==> src/design/apr_map.vh <==
`ifndef APR_MAP_VH
`define APR_MAP_VH
// register index within one axis set
`define APR_IDX_TARGET_POS   4'h0
`define APR_IDX_CURRENT_POS  4'h1
`define APR_IDX_STOP_FLOOR   4'h2
`define APR_IDX_SPEED_CEIL   4'h3
`define APR_IDX_CMD_SPEED    4'h4
`define APR_IDX_PRES_SPEED   4'h5
`define APR_IDX_ACCEL        4'h6
`define APR_IDX_CUR_SCALE    4'h8
`define APR_IDX_DECEL_FACT   4'h9
`define APR_IDX_MODE_REF     4'ha
`define APR_IDX_IRQ          4'hb
`define APR_IDX_DIVIDERS     4'hc
`define APR_IDX_REF_WINDOW   4'hd
`define APR_IDX_LATCHED_POS  4'he
`define APR_IDX_SEQ_PTR      4'hf
// motion modes
`define APR_MODE_RAMP        2'h0
`define APR_MODE_SOFT        2'h1
`define APR_MODE_SPEED       2'h2
`define APR_MODE_MANUAL      2'h3
// datagram field positions
`define APR_DG_AXIS_HI       30
`define APR_DG_AXIS_LO       29
`define APR_DG_IDX_HI        28
`define APR_DG_IDX_LO        25
`define APR_DG_RW_BIT        24
// field positions inside packed words
`define APR_CS_ACCEL_LO      20
`define APR_CS_DECEL_LO      16
`define APR_CS_REST_LO       12
`define APR_DF_MANT_LO       8
`define APR_MR_REF_LO        8
`define APR_MR_LATCH_BIT     16
`define APR_IRQ_MASK_LO      8
`define APR_DV_ACCEL_LO      8
`define APR_DV_STEP_LO       12
`define APR_RESET_VALUE      24'h000000
`endif

==> src/design/apr_axis.v <==
`timescale 1ns/100ps
`default_nettype none
`include "apr_map.vh"
module apr_axis (
	// clock
	input  wire        core_clk,
	input  wire        clk_en,
	input  wire        resetn,
	// host access
	input  wire        wr_en,
	input  wire [3:0]  wr_idx,
	input  wire [23:0] wr_data,
	input  wire [3:0]  rd_idx,
	output reg  [23:0] rd_data,
	// core side
	input  wire [23:0] core_position,
	input  wire        core_pos_valid,
	input  wire [11:0] core_speed,
	input  wire [11:0] core_accel,
	input  wire [11:0] core_cmd_speed,
	input  wire        core_cmd_valid,
	input  wire [7:0]  core_seq_ptr,
	input  wire        core_seq_valid,
	input  wire [7:0]  core_irq_set,
	input  wire        ref_change,
	input  wire [1:0]  ramp_phase,
	output wire [23:0] target_position,
	output wire [23:0] current_position,
	output wire [10:0] stop_speed_floor,
	output wire [10:0] speed_ceiling,
	output wire [11:0] commanded_speed,
	output wire [11:0] present_speed,
	output wire        speed_load,
	output wire [10:0] accel_limit,
	output wire [10:0] accel_boost_threshold,
	output wire [2:0]  current_scale,
	output wire [7:0]  decel_mantissa,
	output wire [3:0]  decel_exponent,
	output wire [1:0]  motion_mode_select,
	output wire [3:0]  ref_switch_config,
	output wire [3:0]  accel_scale,
	output wire [3:0]  step_rate_scale,
	output wire [1:0]  microstep_res,
	output wire [11:0] ref_window,
	output wire [7:0]  sequencer_pointer,
	output wire        irq_pending
);
	reg  [23:0] tgt_r, cur_r, lat_r;
	reg  [10:0] vmin_r, vmax_r, amax_r, athr_r;
	reg  [11:0] vcmd_r, vpres_r, apres_r, rwin_r;
	reg  [2:0]  csa_r, csd_r, csr_r;
	reg  [7:0]  pm_r, seq_r, msk_r, flg_r;
	reg  [3:0]  pd_r, ref_r, rdiv_r, decel_exponent_r;
	reg  [1:0]  mode_r, usrs_r;
	reg         lp_r;
	wire manual = (mode_r == `APR_MODE_MANUAL);
	wire speedm = (mode_r == `APR_MODE_SPEED);
	wire wr     = wr_en & clk_en;

	////////////////////////////////////////////////////////////////////
	always @(posedge core_clk) begin
		if (!resetn) begin
			tgt_r <= `APR_RESET_VALUE; cur_r <= `APR_RESET_VALUE; lat_r <= `APR_RESET_VALUE;
			vmin_r <= 11'h000; vmax_r <= 11'h000; amax_r <= 11'h000; athr_r <= 11'h000;
			vcmd_r <= 12'h000; vpres_r <= 12'h000; apres_r <= 12'h000; rwin_r <= 12'h000;
			csa_r <= 3'h0; csd_r <= 3'h0; csr_r <= 3'h0;
			pm_r <= 8'h00; seq_r <= 8'h00; msk_r <= 8'h00; flg_r <= 8'h00;
			pd_r <= 4'h0; ref_r <= 4'h0; rdiv_r <= 4'h0; decel_exponent_r <= 4'h0;
			mode_r <= 2'h0; usrs_r <= 2'h0; lp_r <= 1'b0;
		end else if (clk_en) begin
			apres_r <= core_accel;
			// speed written only in manual mode
			if (!(wr && wr_idx == `APR_IDX_PRES_SPEED && manual))
				vpres_r <= core_speed;
			// host write wins over core position update
			if (core_pos_valid)
				cur_r <= core_position;
			if (core_cmd_valid && !speedm && !manual)
				vcmd_r <= core_cmd_speed;
			if (core_seq_valid)
				seq_r <= core_seq_ptr;
			if (ref_change) begin
				lat_r <= cur_r;
				lp_r  <= 1'b1;
			end
			if (wr) begin
				case (wr_idx)
				`APR_IDX_TARGET_POS:  tgt_r <= wr_data;
				`APR_IDX_CURRENT_POS: cur_r <= wr_data;
				`APR_IDX_STOP_FLOOR:  vmin_r <= wr_data[10:0];
				`APR_IDX_SPEED_CEIL:  vmax_r <= wr_data[10:0];
				`APR_IDX_CMD_SPEED:   vcmd_r <= wr_data[11:0];
				`APR_IDX_PRES_SPEED: begin
					if (manual)
						vpres_r <= wr_data[11:0];
				end
				`APR_IDX_ACCEL:       amax_r <= wr_data[10:0];
				`APR_IDX_CUR_SCALE: begin
					csa_r  <= wr_data[`APR_CS_ACCEL_LO+2:`APR_CS_ACCEL_LO];
					csd_r  <= wr_data[`APR_CS_DECEL_LO+2:`APR_CS_DECEL_LO];
					csr_r  <= wr_data[`APR_CS_REST_LO+2:`APR_CS_REST_LO];
					athr_r <= wr_data[10:0];
				end
				`APR_IDX_DECEL_FACT: begin
					pm_r <= wr_data[`APR_DF_MANT_LO+7:`APR_DF_MANT_LO];
					pd_r <= wr_data[3:0];
				end
				`APR_IDX_MODE_REF: begin
					mode_r <= wr_data[1:0];
					ref_r  <= wr_data[`APR_MR_REF_LO+3:`APR_MR_REF_LO];
				end
				`APR_IDX_IRQ:         msk_r <= wr_data[`APR_IRQ_MASK_LO+7:`APR_IRQ_MASK_LO];
				`APR_IDX_DIVIDERS: begin
					rdiv_r <= wr_data[`APR_DV_ACCEL_LO+3:`APR_DV_ACCEL_LO];
					decel_exponent_r <= wr_data[`APR_DV_STEP_LO+3:`APR_DV_STEP_LO];
					usrs_r <= wr_data[1:0];
				end
				`APR_IDX_REF_WINDOW:  rwin_r <= wr_data[11:0];
				`APR_IDX_SEQ_PTR:     seq_r <= wr_data[7:0];
				default: ;
				endcase
			end
			// flags: write one clears, set wins
			if (wr && wr_idx == `APR_IDX_IRQ)
				flg_r <= (flg_r & ~wr_data[7:0]) | core_irq_set;
			else
				flg_r <= flg_r | core_irq_set;
		end
	end

	////////////////////////////////////////////////////////////////////
	// unused upper bits zero
	always @* begin
		case (rd_idx)
		`APR_IDX_TARGET_POS:  rd_data = tgt_r;
		`APR_IDX_CURRENT_POS: rd_data = cur_r;
		`APR_IDX_STOP_FLOOR:  rd_data = {13'h0000, vmin_r};
		`APR_IDX_SPEED_CEIL:  rd_data = {13'h0000, vmax_r};
		`APR_IDX_CMD_SPEED:   rd_data = {12'h000, vcmd_r};
		`APR_IDX_PRES_SPEED:  rd_data = {12'h000, vpres_r};
		`APR_IDX_ACCEL:       rd_data = {1'b0, apres_r, amax_r};
		`APR_IDX_CUR_SCALE:   rd_data = {1'b0, csa_r, 1'b0, csd_r, 1'b0, csr_r, 1'b0, athr_r};
		`APR_IDX_DECEL_FACT:  rd_data = {8'h00, pm_r, 4'h0, pd_r};
		`APR_IDX_MODE_REF:    rd_data = {7'h00, lp_r, 4'h0, ref_r, 6'h00, mode_r};
		`APR_IDX_IRQ:         rd_data = {8'h00, msk_r, flg_r};
		`APR_IDX_DIVIDERS:    rd_data = {8'h00, decel_exponent_r, rdiv_r, 6'h00, usrs_r};
		`APR_IDX_REF_WINDOW:  rd_data = {12'h000, rwin_r};
		`APR_IDX_LATCHED_POS: rd_data = lat_r;
		`APR_IDX_SEQ_PTR:     rd_data = {16'h0000, seq_r};
		default:              rd_data = 24'h000000;
		endcase
	end

	assign target_position       = tgt_r;
	assign current_position      = cur_r;
	assign stop_speed_floor      = vmin_r;
	assign speed_ceiling         = vmax_r;
	assign commanded_speed       = vcmd_r;
	assign present_speed         = vpres_r;
	assign speed_load            = wr && wr_idx == `APR_IDX_PRES_SPEED && manual;
	assign accel_limit           = amax_r;
	assign accel_scale           = rdiv_r;
	assign step_rate_scale       = decel_exponent_r;
	assign accel_boost_threshold = athr_r;
	assign current_scale         = (ramp_phase == 2'h1) ? csa_r : (ramp_phase == 2'h2) ? csd_r : csr_r;
	assign decel_mantissa        = pm_r;
	assign decel_exponent        = pd_r;
	assign motion_mode_select    = mode_r;
	assign ref_switch_config     = ref_r;
	assign microstep_res         = usrs_r;
	assign ref_window            = rwin_r;
	assign sequencer_pointer     = seq_r;
	assign irq_pending           = |(flg_r & msk_r);
endmodule // apr_axis
`default_nettype wire

==> src/design/apr_sync.v <==
`timescale 1ns/100ps
`default_nettype none
module apr_sync (
	// clock
	input  wire core_clk,
	input  wire clk_en,
	input  wire resetn,
	// signal
	input  wire async_in,
	output wire sync_out
);
	reg meta_r;
	reg sync_r;
	always @(posedge core_clk) begin
		if (!resetn) begin
			meta_r <= 1'b0;
			sync_r <= 1'b0;
		end else if (clk_en) begin
			meta_r <= async_in;
			sync_r <= meta_r;
		end
	end
	assign sync_out = sync_r;
endmodule // apr_sync
`default_nettype wire

==> src/design/apr_regs.v <==
// Operation
// - two-bit mode field per axis picks one of four modes
// - register meaning depends on the selected mode
// - present speed read-only except in manual ramp mode
// - target and current positions are 24-bit writable values
// - 11-bit stop speed floor for abrupt stop
// - 11-bit speed ceiling limits absolute speed
// - 12-bit signed commanded speed, use depends on mode
// - 11-bit acceleration limit from 0 to 2047
// - 12-bit signed present acceleration, read only
// - three 3-bit current scales chosen by ramp phase
// - mantissa and exponent form deceleration factor
// - four-bit reference switch configuration per axis
// - read-only latched-position status bit
// - eight interrupt flags and eight-bit mask per axis
// - acceleration limit scaled by four-bit prescaler
// - four-bit step rate scale sets pulse clock
// - two-bit microstep resolution field
// - 12-bit reference window excludes motion range
// - switch change copies current position into latched position
// - eight-bit sequencer pointer readable and writable
// - all bits cleared at reset
// - writing zero speed in manual mode stops at once
// - datagram read/write bit: zero writes, one reads
`timescale 1ns/100ps
`default_nettype none
`include "apr_map.vh"
module apr_regs #(
	parameter NUM_AXES = 3
) (
	// clock and reset
	input  wire                   core_clk,
	input  wire                   clk_en,
	input  wire                   resetn,
	// host datagram
	input  wire                   dg_valid,
	input  wire [31:0]            dg_word,
	output reg  [23:0]            dg_rdata,
	output reg                    dg_rvalid,
	// reference switch pins
	input  wire [NUM_AXES-1:0]    ref_switch_pin,
	// core side, packed per axis
	input  wire [NUM_AXES*24-1:0] core_position,
	input  wire [NUM_AXES-1:0]    core_pos_valid,
	input  wire [NUM_AXES*12-1:0] core_speed,
	input  wire [NUM_AXES*12-1:0] core_accel,
	input  wire [NUM_AXES*12-1:0] core_cmd_speed,
	input  wire [NUM_AXES-1:0]    core_cmd_valid,
	input  wire [NUM_AXES*8-1:0]  core_seq_ptr,
	input  wire [NUM_AXES-1:0]    core_seq_valid,
	input  wire [NUM_AXES*8-1:0]  core_irq_set,
	input  wire [NUM_AXES*2-1:0]  ramp_phase,
	output wire [NUM_AXES*24-1:0] target_position,
	output wire [NUM_AXES*24-1:0] current_position,
	output wire [NUM_AXES*11-1:0] stop_speed_floor,
	output wire [NUM_AXES*11-1:0] speed_ceiling,
	output wire [NUM_AXES*12-1:0] commanded_speed,
	output wire [NUM_AXES*12-1:0] present_speed,
	output wire [NUM_AXES-1:0]    speed_load,
	output wire [NUM_AXES*11-1:0] accel_limit,
	output wire [NUM_AXES*11-1:0] accel_boost_threshold,
	output wire [NUM_AXES*3-1:0]  current_scale,
	output wire [NUM_AXES*8-1:0]  decel_mantissa,
	output wire [NUM_AXES*4-1:0]  decel_exponent,
	output wire [NUM_AXES*2-1:0]  motion_mode_select,
	output wire [NUM_AXES*4-1:0]  ref_switch_config,
	output wire [NUM_AXES*4-1:0]  accel_scale,
	output wire [NUM_AXES*4-1:0]  step_rate_scale,
	output wire [NUM_AXES*2-1:0]  microstep_res,
	output wire [NUM_AXES*12-1:0] ref_window,
	output wire [NUM_AXES*8-1:0]  sequencer_pointer,
	output wire [NUM_AXES-1:0]    irq_pending
);
	wire [1:0]  axis_sel = dg_word[`APR_DG_AXIS_HI:`APR_DG_AXIS_LO];
	wire [3:0]  idx      = dg_word[`APR_DG_IDX_HI:`APR_DG_IDX_LO];
	wire        is_write = dg_valid & ~dg_word[`APR_DG_RW_BIT];
	wire        is_read  = dg_valid & dg_word[`APR_DG_RW_BIT];
	wire [NUM_AXES*24-1:0] rd_all;
	reg  [NUM_AXES-1:0]    sw_prev_r;
	wire [NUM_AXES-1:0]    sw_sync;

	////////////////////////////////////////////////////////////////////
	genvar g;
	generate
		for (g = 0; g < NUM_AXES; g = g + 1) begin : g_axis
			apr_sync u_sync (
				.core_clk (core_clk),
				.clk_en   (clk_en),
				.resetn   (resetn),
				.async_in (ref_switch_pin[g]),
				.sync_out (sw_sync[g])
			);
			apr_axis u_axis (
				.core_clk              (core_clk),
				.clk_en                (clk_en),
				.resetn                (resetn),
				.wr_en                 (is_write && axis_sel == g),
				.wr_idx                (idx),
				.wr_data               (dg_word[23:0]),
				.rd_idx                (idx),
				.rd_data               (rd_all[g*24 +: 24]),
				.core_position         (core_position[g*24 +: 24]),
				.core_pos_valid        (core_pos_valid[g]),
				.core_speed            (core_speed[g*12 +: 12]),
				.core_accel            (core_accel[g*12 +: 12]),
				.core_cmd_speed        (core_cmd_speed[g*12 +: 12]),
				.core_cmd_valid        (core_cmd_valid[g]),
				.core_seq_ptr          (core_seq_ptr[g*8 +: 8]),
				.core_seq_valid        (core_seq_valid[g]),
				.core_irq_set          (core_irq_set[g*8 +: 8]),
				.ref_change            (sw_sync[g] ^ sw_prev_r[g]),
				.ramp_phase            (ramp_phase[g*2 +: 2]),
				.target_position       (target_position[g*24 +: 24]),
				.current_position      (current_position[g*24 +: 24]),
				.stop_speed_floor      (stop_speed_floor[g*11 +: 11]),
				.speed_ceiling         (speed_ceiling[g*11 +: 11]),
				.commanded_speed       (commanded_speed[g*12 +: 12]),
				.present_speed         (present_speed[g*12 +: 12]),
				.speed_load            (speed_load[g]),
				.accel_limit           (accel_limit[g*11 +: 11]),
				.accel_boost_threshold (accel_boost_threshold[g*11 +: 11]),
				.current_scale         (current_scale[g*3 +: 3]),
				.decel_mantissa        (decel_mantissa[g*8 +: 8]),
				.decel_exponent        (decel_exponent[g*4 +: 4]),
				.motion_mode_select    (motion_mode_select[g*2 +: 2]),
				.ref_switch_config     (ref_switch_config[g*4 +: 4]),
				.accel_scale           (accel_scale[g*4 +: 4]),
				.step_rate_scale       (step_rate_scale[g*4 +: 4]),
				.microstep_res         (microstep_res[g*2 +: 2]),
				.ref_window            (ref_window[g*12 +: 12]),
				.sequencer_pointer     (sequencer_pointer[g*8 +: 8]),
				.irq_pending           (irq_pending[g])
			);
		end
	endgenerate

	////////////////////////////////////////////////////////////////////
	// read data registered; common-register axis code reads zero here
	always @(posedge core_clk) begin
		if (!resetn) begin
			dg_rdata  <= 24'h000000;
			dg_rvalid <= 1'b0;
			sw_prev_r <= {NUM_AXES{1'b0}};
		end else if (clk_en) begin
			sw_prev_r <= sw_sync;
			dg_rvalid <= is_read;
			if (is_read)
				dg_rdata <= (axis_sel < NUM_AXES) ? rd_all[axis_sel*24 +: 24] : 24'h000000;
		end
	end
endmodule // apr_regs
`default_nettype wire

==> config.mk <==
export PLATFORM = sky130hd
export DESIGN_NAME = apr_regs
export DESIGN_NICKNAME = d
export VERILOG_FILES = /design/src/design/apr_axis.v /design/src/design/apr_sync.v /design/src/design/apr_regs.v
export VERILOG_INCLUDE_DIRS = /design/src /design/src/design
export SDC_FILE = /design/constraint.sdc
export NUM_CORES = 2
export LEC_CHECK = 0
export BUFFER_PORTS_ARGS = -buffer_cell sky130_fd_sc_hd__buf_4
export CORE_AREA = 5 5 310 312
export DETAILED_ROUTE_END_ITERATION = 7
export DIE_AREA = 0 0 315 317
export HOLD_SLACK_MARGIN = 0.1
export PLACE_DENSITY = 0.56
export SYNTH_ARGS = -nofsm -noshare
export SYNTH_HDL_FRONTEND = slang
export SYNTH_SLANG_ARGS = --single-unit
==> constraint.sdc <==
create_clock -name core_clk -period 2.8 [get_ports core_clk]
set_clock_uncertainty 0.2 [all_clocks]
set_input_delay 0.14 -clock core_clk [delete_from_list [all_inputs] [get_ports core_clk]]
set_output_delay 0.14 -clock core_clk [all_outputs]
set_load 0.05 [all_outputs]
==> results.md <==
| Item | Reported | Unit |
|:---|:---|:---|
| All-Layer GR Usage | 0.4056 | - |
| Final Max Slew Viols | 0 | - |
| Final clock period utilization by the worst path | 0.9863 | - |
| Post-synthesis average cell area | 7.985 | um^2 |
| Power density cells | 521.8 | nW/um^2 |
| Clock tree from TritonCTS | yes | - |
| Start-to-end type of the worst setup path | primary input to flop | - |
| Mapped cell area | 32970 | um^2 |
| Detailed-route vias per instance | 5.982 | - |
| H-tree depth | 3 | - |
| Area of the multi-input gates | 16890 | um^2 |
| Ys flop type | dfxtp_1 | - |
| Floorplan Core Area | 92770 | um^2 |
| Filler cells | 8832 | - |
| Routed length per instance | 31.50 | um |
| Wire length of the first global-routing pass | 293000 | um |
| Share of synthesized registers carrying an async set or reset | 0 | - |
| Clock insertion delay at the later pin of the skew report | 0.67 | ns |
| Max capacitance violation total | 0 | - |
| Sum of net half-perimeters after detailed placement | 155300 | um |
| Worst slew pin tran | 0.9379 | ns |
| Minimum hold slack | 0.1199 | ns |
| Number of enable-type register cells in the synthesized netlist | 0 | - |
| Clock tree root driver cell | clkbuf_16 | - |
| Post-route cell area | 50380 | um^2 |
| Max transition margin | 0.3748 | - |
| Clock period minus worst slack | 2.762 | ns |
| Count of unresolved DRC violations after routing | 0 | - |
| Critical path data required time | 3.19 | ns |
| Count of final setup violators | 0 | - |
| Buffers added on ports | 812 | - |
| Count of nets left with antenna violations after detail routing | 0 | - |
| Post-place instance area | 41780 | um^2 |
| Die span in x | 315 | um |
| Grt ovf | 0 | - |
| Number of different library cells in the post-synthesis netlist | 80 | - |
| Type of the most critical hold path | primary input to flop | - |
| First-pass iteration count of the detailed router | 6 | - |
| Initial DRC count | 5593 | - |
| Number of standard-cell rows in the floorplan | 112 | - |
| Net load switching power | 7.852 | mW |
| Die Y-Extent | 317 | um |
| Slowest stage cell, crit path | dlygate4sd3_1 | - |
| Run status | complete, no violations | - |
| Number of nets at the end of the flow | 5791 | - |
| Placer congestion estimate | 1.016 | - |
| Initial antenna violation count | 8 | - |
| Leakage power summed over all cells | 20.19 | nW |
| Final wirelength | 215300 | um |
| CP Data Arrival Time | 3.15 | ns |
| Cell family with the largest share of critical-path delay | buffers and inverters | - |
| Startpoint of the tightest hold check path | core_pos_valid[1] | - |
| Proportion of power drawn by flip-flops and latches | 0.409 | - |
| Critical Path Start | dg_word[26] | - |
| Buffer depth of the longest clock path | 3 | - |
| Combined buffer and inverter count along the critical path | 7 | - |
| Die area | 99860 | um^2 |
| Post-synthesis cell count | 4129 | - |
| CP Cell Sequence | buf_4, buf_12, buf_12, nor4b_4, buf_6, nand2_2, buf_4, mux2i_1, dlygate4sd3_1, a211oi_1, dlygate4sd3_1 | - |
| Maximum number of pins on one net before global-route repair | 82 | - |
| Clock Sinks | 712 | - |
| Number of global-route vias before repair | 38552 | - |
| CP endpoint kind | flop | - |
| Maximum fanout along the worst path | 22 | - |
| CTS clk-pin slew, worst paths | 0.06 | ns |
| Fmax achieved | 362.1 | MHz |
| Layout-stage area growth over the synthesis result | 52.80 | % |
| DR vias | 40884 | - |
| Initial core utilization | 0.3554 | - |
| Net count after synthesis | 4411 | - |
| Ratio of cells with drive above 1 in the final layout | 0.2498 | - |
| Proportion of total power due to net switching | 0.2987 | - |
| Count of yosys warnings during synthesis | 0 | - |
| Part of the Yosys area used for sequential elements | 0.4323 | - |
| Total I/O pin count | 814 | - |
| Crit-path max cell delay | 0.59 | ns |
| Crit path launch type | primary input | - |
| Number of flip-flops and latches in the synthesized netlist | 712 | - |
| CTS Buf Count | 83 | - |
| Hold Vio Cnt, Final | 0 | - |
| Part of the power in combinational logic | 0.167 | - |
| Power share of the clock group | 0.423 | - |
| Worst ir drop on vdd | 0.3875 | mV |
| Critical register-to-register path startpoint | g_axis[1].u_axis.motion_mode_select[0] | - |
| Design internal power | 18.44 | mW |
| Sequential standard cell area | 14250 | um^2 |
-- area by class of cell --
class,instances,area share
Tap cell,1254,0.03115
Sequential cell,712,0.2829
Clock inverter,27,0.006184
Multi-Input combinational cell,2992,0.3353
Clock buffer,121,0.04803
Inverter,11,0.0009686
Antenna cell,9,0.0004471
Timing Repair Buffer,1709,0.2950
-- stage by stage --
stage          setup WS, ns  utilization  total power [mW]   TNS, ns  cells
2_1_floorplan        0.7484            -             12.62         0   4129
3_3_place_gp        -0.1269       0.4504             14.50   -0.1269   6099
3_5_place_dp        -0.1640       0.4504             14.51   -0.2535   6099
4_1_cts            0.004259       0.5409             26.10         0   6813
5_1_grt           -0.008329       0.5428             26.80  -0.01159   6827
6_report            0.03849       0.5430             26.29         0   6835
-- power groups by stage --
stage | Sequential [mW] | Combinational, mW | Clock (mW)
5_1_grt | 10.8 | 4.50 | 11.5
3_5_place_dp | 11.0 | 3.55 | 0
3_3_place_gp | 11.0 | 3.54 | 0
2_1_floorplan | 11.4 | 1.24 | 0
4_1_cts | 10.7 | 4.25 | 11.1
6_report | 10.8 | 4.40 | 11.1
-- synthesized netlist by cell type (all sizes together) (11+ instances only) --
cell,instances,area share
inv,11,0.0013
or3,37,0.0070
nor3,11,0.0020
a222oi,12,0.0036
a21oi,537,0.082
nand3,63,0.0096
buf,149,0.026
o211ai,11,0.0025
nand4,18,0.0036
nand2,885,0.10
nand2b,17,0.0032
a221oi,22,0.0058
dfxtp,712,0.43
mux2,41,0.014
a32oi,22,0.0058
a211oi,70,0.016
nor2b,15,0.0028
a31oi,20,0.0038
a22oi,177,0.040
a311oi,30,0.0080
a22o,35,0.0093
and2,12,0.0023
mux2i,190,0.058
nand3b,47,0.011
clkbuf,265,0.030
o21ai,242,0.037
nor2,317,0.038
o22ai,31,0.0059
-- repair_timing --
item | in CTS | in global routing
endpoints found under the setup margin | 0 | 58
hold endpoints to repair | 628 | 0
gates resized for setup | 0 | 22
buffers inserted | 0 | 22
hold buffers | 566 | 0
-- sequential cells by signal (all words and copies together) (netlist names), 36 cells and up --
| signal | count |
|---|---|
| g_axis.u_axis.lat_r | 72 |
| g_axis.u_axis.present_speed | 36 |
| g_axis.u_axis.current_position | 72 |
| g_axis.u_axis.ref_window | 36 |
| g_axis.u_axis.apres_r | 36 |
| g_axis.u_axis.commanded_speed | 36 |
| g_axis.u_axis.target_position | 72 |
-- worst register-to-register path: stages, from the launching register on --
cell           delay [ns]
dfxtp_1              0.56
nand3_1              0.15
nor2_2               0.17
buf_12               0.16
mux2i_1              0.07
dlygate4sd3_1        0.59
a211oi_1             0.21
dlygate4sd3_1        0.56
-- final timing paths --
kind / cells past startpoint / slack, ns / end
setup / recovery: 11 / 0.04 / g_axis[0].u_axis.current_position[13]
setup reg to reg: 7 / 0.08 / g_axis[1].u_axis.present_speed[7]
hold reg to reg: 2 / 0.25 / g_axis[0].u_axis.lat_r[17]
hold / removal: 5 / 0.12 / g_axis[1].u_axis.current_position[14]
-- routing by layer --
layer | track usage | share of wire | up-vias
li1 | - | - | 17403
met1 | 0.5117 | 0.38 | 19913
met2 | 0.6330 | 0.44 | 2872
met3 | 0.1124 | 0.12 | 692
met4 | 0.2173 | 0.067 | 4
met5 | 0 | 0.00013 | -
-- cell usage in the layout (no fill, tap or decap), drive strengths merged, types with 11 or more instances in the layout --
cell         instances
clkinv              18
a21oi              537
inv                 15
a311oi              30
buf               1152
a222oi              12
a22o                35
nor2b               15
clkbuf             122
a211oi              70
nand2              885
dlygate4sd3        554
a32oi               22
o211ai              11
mux2                41
a31oi               20
nand3b              47
dfxtp              712
o22ai               31
nand3               63
o21ai              242
mux2i              190
a22oi              177
nor3                11
or3                 37
nand4               18
a221oi              22
nor2               317
and2                12
nand2b              17
-- cell families after synthesis --
logic type / after synthesis / share of synthesized area
compound gates: 1281 / 0.2391
flops: 712 / 0.4323
buf+inv: 425 / 0.05783
xor+xnor: 3 / 0.0007971
simple gates: 1469 / 0.1928
mux: 239 / 0.07715
Note: power is estimated with default switching activity, not from simulation.
